==> src/adc_pkg.sv <==
// package: register map, field layout and constants for converter control
package acr_pkg;
	// ------------------------------------------------------------
	// register offsets
	// ------------------------------------------------------------
	localparam logic [7:0] ADDR_CONTROL    = 8'h20;
	localparam logic [7:0] ADDR_CLOCK_MODE = 8'h21;
	localparam logic [7:0] ADDR_RESULT_HI  = 8'h22;
	localparam logic [7:0] ADDR_RESULT_LO  = 8'h23;
	localparam logic [7:0] ADDR_REF_SEL    = 8'h24;
	localparam logic [7:0] ADDR_IRQ_STATUS = 8'h28;
	localparam logic [7:0] ADDR_IRQ_MASK   = 8'h29;
	// ------------------------------------------------------------
	// field positions
	// ------------------------------------------------------------
	localparam int CTL_ENABLE_BIT  = 7;
	localparam int CTL_START_BIT   = 6;
	localparam int CTL_CHAN_LSB    = 2;
	localparam int MODE_DIV_LSB    = 1;
	localparam int REF_EXT_BIT     = 7;
	localparam int IRQ_DONE_BIT    = 0;
	localparam int IRQ_IGNORED_BIT = 1;
	// ------------------------------------------------------------
	// reset values and codes
	// ------------------------------------------------------------
	localparam logic [3:0] CHAN_RESET    = 4'h0;
	localparam logic [3:0] CHAN_LAST_PIN = 4'hc;
	localparam logic [3:0] CHAN_BANDGAP  = 4'hf;
	localparam logic [2:0] DIV_RESET     = 3'h0;
	localparam logic [1:0] IRQ_RESET     = 2'h0;
	localparam int RESULT_BITS = 12;
	localparam int DIV_BITS    = 3;
	localparam int CONV_CLOCKS = 14;
	localparam int MUX_WIDTH   = 16;
endpackage
==> src/adc_clk_div.sv <==
// module: power-of-two converter clock enable divider
`timescale 1ns/1ns
module acr_clk_div #(
	parameter int DIV_BITS = 3
) (
	// clock and reset
	input  wire logic                clk,
	input  wire logic                reset_n,
	// control
	input  wire logic                run,
	input  wire logic [DIV_BITS-1:0] div_code,
	// tick out
	output logic                     tick
);
	localparam int CNT_W = (1 << DIV_BITS) - 1;

	initial begin
		if (DIV_BITS < 1 || DIV_BITS > 8)
			$error("acr_clk_div: DIV_BITS out of range");
	end

	typedef struct packed {
		logic [CNT_W-1:0] cnt;
	} acr_div_s;

	acr_div_s st_r;
	acr_div_s st_nxt;
	logic [CNT_W-1:0] mask;

	// ------------------------------------------------------------
	// divide by two to the power of the code
	// ------------------------------------------------------------
	always_comb begin
		st_nxt = st_r;
		mask = CNT_W'((1 << div_code) - 1);
		tick = run && ((st_r.cnt & mask) == '0);
		if (!run)
			st_nxt.cnt = '0;
		else
			st_nxt.cnt = st_r.cnt + 1'b1;
	end

	always_ff @(posedge clk or negedge reset_n) begin
		if (!reset_n)
			st_r <= '0;
		else
			st_r <= st_nxt;
	end
endmodule

==> src/adc_control_regs.sv <==
// module: converter control registers, sequencer and result capture
`timescale 1ns/1ns
module acr_adc_control_regs #(
	parameter int CONV_CLOCKS = acr_pkg::CONV_CLOCKS
) (
	// clock and reset
	input  wire logic        clk,
	input  wire logic        reset_n,
	// register port
	input  wire logic [7:0]  addr,
	input  wire logic [7:0]  wdata,
	input  wire logic        wr,
	input  wire logic        rd,
	output logic      [7:0]  rdata,
	// analog core
	output logic             adc_enable,
	output logic [15:0]      chan_select,
	output logic             ref_external,
	output logic             sample,
	output logic             conv_tick,
	input  wire logic        comp_in,
	// interrupt
	output logic             irq
);
	initial begin
		if (CONV_CLOCKS < acr_pkg::RESULT_BITS || CONV_CLOCKS > 255)
			$error("acr_adc_control_regs: CONV_CLOCKS out of range");
	end

	typedef enum logic [2:0] {
		ST_IDLE   = 3'b001,
		ST_SAMPLE = 3'b010,
		ST_CONV   = 3'b100
	} acr_state_e;

	typedef struct packed {
		acr_state_e                      state;
		logic                            enable;
		logic [3:0]                      chan;
		logic [2:0]                      div;
		logic                            ref_ext;
		logic [acr_pkg::RESULT_BITS-1:0] result;
		logic [acr_pkg::RESULT_BITS-1:0] sar;
		logic [7:0]                      clocks;
		logic [1:0]                      irq_stat;
		logic [1:0]                      irq_mask;
		logic [7:0]                      rdata;
		logic                            cmp_s1;
		logic                            cmp_s2;
	} acr_regs_s;

	acr_regs_s st_r;
	acr_regs_s st_nxt;
	logic      tick;
	logic      running;

	// ------------------------------------------------------------
	// channel decode, one line per code; codes 4'hd and 4'he select no line
	// ------------------------------------------------------------
	function automatic logic [15:0] chan_decode(input logic [3:0] code);
		logic [15:0] onehot;
		onehot = '0;
		if (code <= acr_pkg::CHAN_LAST_PIN || code == acr_pkg::CHAN_BANDGAP)
			onehot[code] = 1'b1;
		return onehot;
	endfunction

	function automatic logic is_write(input logic [7:0] a, input logic w,
		input logic [7:0] target);
		return w && (a == target);
	endfunction

	assign running = (st_r.state != ST_IDLE);

	acr_clk_div #(
		.DIV_BITS (acr_pkg::DIV_BITS)
	) u_div (
		.clk      (clk),
		.reset_n  (reset_n),
		.run      (running),
		.div_code (st_r.div),
		.tick     (tick)
	);

	// ------------------------------------------------------------
	// next state
	// ------------------------------------------------------------
	always_comb begin
		logic [acr_pkg::RESULT_BITS-1:0] bitpos;
		logic [acr_pkg::RESULT_BITS-1:0] trial;
		logic [1:0] ev;
		bitpos = '0;
		trial = '0;
		ev = '0;
		st_nxt = st_r;
		st_nxt.cmp_s1 = comp_in;
		st_nxt.cmp_s2 = st_r.cmp_s1;

		// register writes
		if (is_write(addr, wr, acr_pkg::ADDR_CONTROL)) begin
			st_nxt.enable = wdata[acr_pkg::CTL_ENABLE_BIT];
			st_nxt.chan = wdata[acr_pkg::CTL_CHAN_LSB +: 4];
		end
		if (is_write(addr, wr, acr_pkg::ADDR_CLOCK_MODE))
			st_nxt.div = wdata[acr_pkg::MODE_DIV_LSB +: acr_pkg::DIV_BITS];
		if (is_write(addr, wr, acr_pkg::ADDR_REF_SEL))
			st_nxt.ref_ext = wdata[acr_pkg::REF_EXT_BIT];
		if (is_write(addr, wr, acr_pkg::ADDR_IRQ_MASK))
			st_nxt.irq_mask = wdata[1:0];
		// result bytes have no write decode at all
		st_nxt.result = st_r.result;

		// conversion sequencer
		case (st_r.state)
			ST_IDLE: begin
				if (is_write(addr, wr, acr_pkg::ADDR_CONTROL)
					&& wdata[acr_pkg::CTL_START_BIT]) begin
					if (wdata[acr_pkg::CTL_ENABLE_BIT] && st_r.enable) begin
						st_nxt.state = ST_SAMPLE;
						st_nxt.clocks = '0;
						st_nxt.sar = '0;
					end else begin
						ev[acr_pkg::IRQ_IGNORED_BIT] = 1'b1;
					end
				end
			end
			ST_SAMPLE: begin
				if (!st_nxt.enable)
					st_nxt.state = ST_IDLE;
				else if (tick) begin
					st_nxt.clocks = st_r.clocks + 8'h01;
					if (st_r.clocks == 8'(CONV_CLOCKS - acr_pkg::RESULT_BITS)) begin
						st_nxt.state = ST_CONV;
						st_nxt.clocks = '0;
						st_nxt.sar = {1'b1, {(acr_pkg::RESULT_BITS-1){1'b0}}};
					end
				end
			end
			ST_CONV: begin
				if (!st_nxt.enable)
					st_nxt.state = ST_IDLE;
				else if (tick) begin
					// one bit per converter clock, msb first
					bitpos = {1'b1, {(acr_pkg::RESULT_BITS-1){1'b0}}}
						>> st_r.clocks;
					trial = st_r.sar;
					if (!st_r.cmp_s2)
						trial = trial & ~bitpos;
					if (st_r.clocks == 8'(acr_pkg::RESULT_BITS - 1)) begin
						st_nxt.result = trial;
						st_nxt.state = ST_IDLE;
						ev[acr_pkg::IRQ_DONE_BIT] = 1'b1;
					end else begin
						st_nxt.sar = trial | (bitpos >> 1);
						st_nxt.clocks = st_r.clocks + 8'h01;
					end
				end
			end
			default: st_nxt.state = ST_IDLE;
		endcase

		// read data, one cycle later
		st_nxt.rdata = 8'h00;
		if (rd) begin
			case (addr)
				acr_pkg::ADDR_CONTROL:
					st_nxt.rdata = {st_r.enable, !running, st_r.chan, 2'b00};
				acr_pkg::ADDR_CLOCK_MODE:
					st_nxt.rdata = {4'h0, st_r.div, 1'b0};
				acr_pkg::ADDR_RESULT_HI:
					st_nxt.rdata = st_r.result[11:4];
				acr_pkg::ADDR_RESULT_LO:
					st_nxt.rdata = {st_r.result[3:0], 4'h0};
				acr_pkg::ADDR_IRQ_STATUS:
					st_nxt.rdata = {6'h00, st_r.irq_stat};
				acr_pkg::ADDR_IRQ_MASK:
					st_nxt.rdata = {6'h00, st_r.irq_mask};
				default:
					st_nxt.rdata = 8'h00;
			endcase
		end

		// sticky status: read clears, new event wins
		if (rd && addr == acr_pkg::ADDR_IRQ_STATUS)
			st_nxt.irq_stat = ev;
		else
			st_nxt.irq_stat = st_r.irq_stat | ev;
	end

	// ------------------------------------------------------------
	// state register
	// ------------------------------------------------------------
	always_ff @(posedge clk or negedge reset_n) begin
		if (!reset_n) begin
			st_r.state    <= ST_IDLE;
			st_r.enable   <= 1'b0;
			st_r.chan     <= acr_pkg::CHAN_RESET;
			st_r.div      <= acr_pkg::DIV_RESET;
			st_r.ref_ext  <= 1'b0;
			st_r.result   <= '0;
			st_r.sar      <= '0;
			st_r.clocks   <= '0;
			st_r.irq_stat <= acr_pkg::IRQ_RESET;
			st_r.irq_mask <= acr_pkg::IRQ_RESET;
			st_r.rdata    <= 8'h00;
			st_r.cmp_s1   <= 1'b0;
			st_r.cmp_s2   <= 1'b0;
		end else begin
			st_r <= st_nxt;
		end
	end

	// ------------------------------------------------------------
	// outputs
	// ------------------------------------------------------------
	assign rdata        = st_r.rdata;
	assign adc_enable   = st_r.enable;
	assign chan_select  = chan_decode(st_r.chan);
	assign ref_external = st_r.ref_ext;
	assign sample       = (st_r.state == ST_SAMPLE);
	assign conv_tick    = tick;
	assign irq          = |(st_r.irq_stat & st_r.irq_mask);
endmodule

==> config.mk <==
export PLATFORM = sky130hd
export DESIGN_NAME = acr_adc_control_regs
export DESIGN_NICKNAME = d
export VERILOG_FILES = /design/src/adc_pkg.sv /design/src/adc_clk_div.sv /design/src/adc_control_regs.sv
export SDC_FILE = /design/constraint.sdc
export NUM_CORES = 1
export LEC_CHECK = 0
export BUFFER_PORTS_ARGS = -buffer_cell sky130_fd_sc_hd__clkbuf_2
export CAP_MARGIN = 20
export CORE_MARGIN = 1
export CORE_UTILIZATION = 30
export DETAILED_ROUTE_END_ITERATION = 7
export GPL_TIMING_DRIVEN = 0
export PLACE_DENSITY = 0.55
export RECOVER_POWER = 100
export SYNTH_ARGS = -nofsm -noshare
export SYNTH_HDL_FRONTEND = slang
export SYNTH_SLANG_ARGS = --single-unit
==> constraint.sdc <==
create_clock -name clk -period 8.26 [get_ports clk]
set_input_delay 1.652 -clock clk [delete_from_list [all_inputs] [get_ports clk]]
set_output_delay 1.652 -clock clk [all_outputs]
set_load 0.01 [all_outputs]
==> impl_metrics.tcl <==
set metrics [dict create \
    period_minus_slack_ns 5.35 \
    place_congestion 0.895 \
    peakVddDrop_mv 0.125 \
    endpoint "st_r[25]$_DFFE_PN0P_" \
    holdBufCountCts 0 \
    antenna_found_initial 0 \
    p_switching_mw 0.171 \
    grt_pass1_wl_um 15900 \
    cts_made_buffers 9 \
    r2r_end "st_r[25]$_DFFE_PN0P_" \
    vias 3279 \
    dpl.hpwl_um 7100 \
    hold_viol_final 0 \
    fillers 1238 \
    cts.sinks 65 \
    drt_iter0_markers 313 \
    intPower_mw 0.608 \
    drive_gt1_frac 0.130 \
    wl_per_cell_um 15.1 \
    start_util 0.309 \
    syn_avg_cell_area_sq_um 9.24 \
    areaGrowthSynthToFinish_pct 18.4 \
    async_flop_share 1.00 \
    post-cts-setup-buffer-count 0 \
    htree_levels 3 \
    synth_edf_count 0 \
    fin_skew_ns 0.00853 \
    power.share.clock 0.537 \
    grt_max_degree 48 \
    hold_path.class "reg2reg" \
    ys_seq_elements 65 \
    viasPerCell 5.15 \
    grt-ovfl-total 0 \
    p_comb_frac 0.047 \
    rr_worst_depth 9 \
    dieArea_sq_um 12900 \
    path_max_fanout 7 \
    final_max_slew_viol_count 48 \
    grt_pass1_vias 3155 \
    clock_path_buffers 2 \
    antenna_cells 0 \
    crit_path_start "addr[7]" \
    pre_cts_ws_ns 3.71 \
    yosys_warnings 0 \
    finalWirelength_um 9630 \
    portBuffers 47 \
    ys.flop_type "dfrtp_1" \
    mostFrequentLayoutCell "dfrtp_1" \
    cp-start-kind "input port" \
    fin_crit_sh 0.648 \
    slew_headroom -0.699 \
    drv_cap 1 \
    final_nets 489 \
    synth.top_cell.area_share 0.429 \
    dp.cells 621 \
    path_class "in2reg" \
    drtPass1Iterations 5 \
    core.rowCount 40 \
    ant_nets 0 \
    leakagePower_nw 1.88 \
    synth_top_cell_by_area "dfrtp_1" \
    outcome "finished, violations left" \
    critical_path_required_ns 8.46 \
    synth.area.top_cells "dfrtp_1 (43%), mux2_2 (3.9%), o21ai_0 (3.8%)" \
    power_frac_seq 0.417 \
    layout_common_cells "dfrtp_1 (64), clkbuf_1 (51), nor2_1 (37)" \
    die_y_um 114 \
    ys_seq_area_frac 0.436 \
    violations "max-capacitance violations, max-slew violations" \
    synth_cell_types 65 \
    rr_startpoint "st_r[48]$_DFFE_PN0P_" \
    finalWorstSetupSlack_ns 2.91 \
    synthCells 404 \
    root_buffer "clkbuf_16" \
    multiInputGateArea_sq_um 1810 \
    arrival_ns 5.56 \
    rrSetupSlack_ns 4.49 \
    final_core_util 0.366 \
    rsz0062_at_grt "no" \
    final_cells 637 \
    endpoint_kind "flop" \
    setup_viol 0 \
    power_density_nw_per_um2 176 \
    max_slew.worst_pin.slew_ns 2.55 \
    route.detailed.drc 0 \
    regArea_sq_um 1630 \
    grt_usage 0.155 \
    clkLatencyLatePin_ns 0.33 \
    core_area_sq_um 12100 \
    clk_pin_slew_ns 0.06 \
    cts_tree "built" \
    die_w_um 114 \
    max_freq_mhz 187 \
    cts_resized 0 \
    setup_tns_ns 0 \
    switching_share 0.219 \
    num_io_pins 50 \
    synth.cell_area_sq_um 3730 \
]
==> layer usage <==
metal,GRT usage,wire length (um),part of all wire,vias to the layer above
li1,-,-,-,1597
met1,0.206,4580,0.48,1552
met2,0.250,4390,0.46,113
met3,0.0319,494,0.051,17
met4,0.0544,167,0.017,0
met5,0,0,0,-
==> area by class of cell <==
type	instances	share of cell area
Tap cell	168	0.0476
Inverter	21	0.0178
Sequential cell	65	0.368
Multi-Input combinational cell	286	0.409
Buffer	33	0.0365
Timing Repair Buffer	48	0.0461
Clock inverter	6	0.0207
Clock buffer	10	0.0541
==> Yosys cell counts (2+ instances only) <==
library cell  count
a22o_1            2
xor2_1            4
o2111a_1          2
dfrtp_1          64
o41ai_1           5
nor4_1            6
o2111ai_1         3
nor2b_1           4
nor3_1           16
a21oi_1          13
or2_2             2
nand2b_1          9
nand4_1           3
nor3b_1           4
a21o_1            4
ha_1              4
nand3_1          11
or4_1             2
mux2_2           13
o211ai_1          7
and4_1            2
nand2_1          30
mux2i_1           3
a222oi_1          2
o31ai_1          13
nand3b_1          2
o311ai_0          3
or4b_1            2
buf_2             4
and3_1            4
clkbuf_1         18
a22oi_1           7
inv_1            21
o21ai_0          28
a31oi_1           3
nor2_1           36
or3_1             4
xnor2_1           2
buf_4            10
o21a_1            7
==> metrics by stage <==
step,hold WS (ns),area [sq um],total power [mW]
finish,0.350,4420,0.779
global route,0.358,4420,0.806
CTS,0.353,4540,0.788
detailed placement,0.340,4210,0.370
global placement,0.334,4180,0.368
floorplan,0.331,3730,0.348
==> logic make-up after synthesis <==
family                     after synthesis  synth area share
adders and majority gates                5            0.0161
other                                    1           0.00101
and+or+nand+nor                        145             0.206
muxes                                   17            0.0510
buffers and inverters                   54            0.0657
AOI/OAI and AO/OA                      111             0.210
DFF                                     65             0.436
xor gates and xnor gates                 6            0.0141
==> worst min-delay path by stage <==
stage	depth (start not counted)	startpoint	to	slack, ns
final	0	st_nxt[0]$_DFF_PN0_	st_r[0]$_DFF_PN0_	0.35
after floorplan	0	st_nxt[0]$_DFF_PN0_	st_r[0]$_DFF_PN0_	0.33
after global routing	0	st_nxt[0]$_DFF_PN0_	st_r[0]$_DFF_PN0_	0.36
after CTS	0	st_nxt[0]$_DFF_PN0_	st_r[0]$_DFF_PN0_	0.35
after detailed placement	0	st_nxt[0]$_DFF_PN0_	st_r[0]$_DFF_PN0_	0.34
after global placement	0	st_nxt[0]$_DFF_PN0_	st_r[0]$_DFF_PN0_	0.33
==> power groups by stage <==
stage | Combinational, mW | Sequential, mW | Clock [mW]
after floorplan | 0.0187 | 0.330 | 0
after global placement | 0.0377 | 0.330 | 0
after detailed placement | 0.0398 | 0.330 | 0
after CTS | 0.0399 | 0.325 | 0.424
after global routing | 0.0414 | 0.325 | 0.440
final | 0.0364 | 0.325 | 0.418
==> worst max-delay path, stage by stage <==
cell      delay [ns]
clkbuf_2        0.07
or4b_1          0.53
clkbuf_1        0.19
nor3_1          0.86
mux2i_1         0.37
nor4_1          1.00
o21ai_0         0.43
a221o_1         0.45
==> registers in the layout (all words and copies together), names as in the netlist <==
signal and cells:
st_r 47, ref_external 1, u_div.st_r 7, adc_enable 1
rdata 8, st_nxt 1
Note: power is estimated with default switching activity, not from simulation.
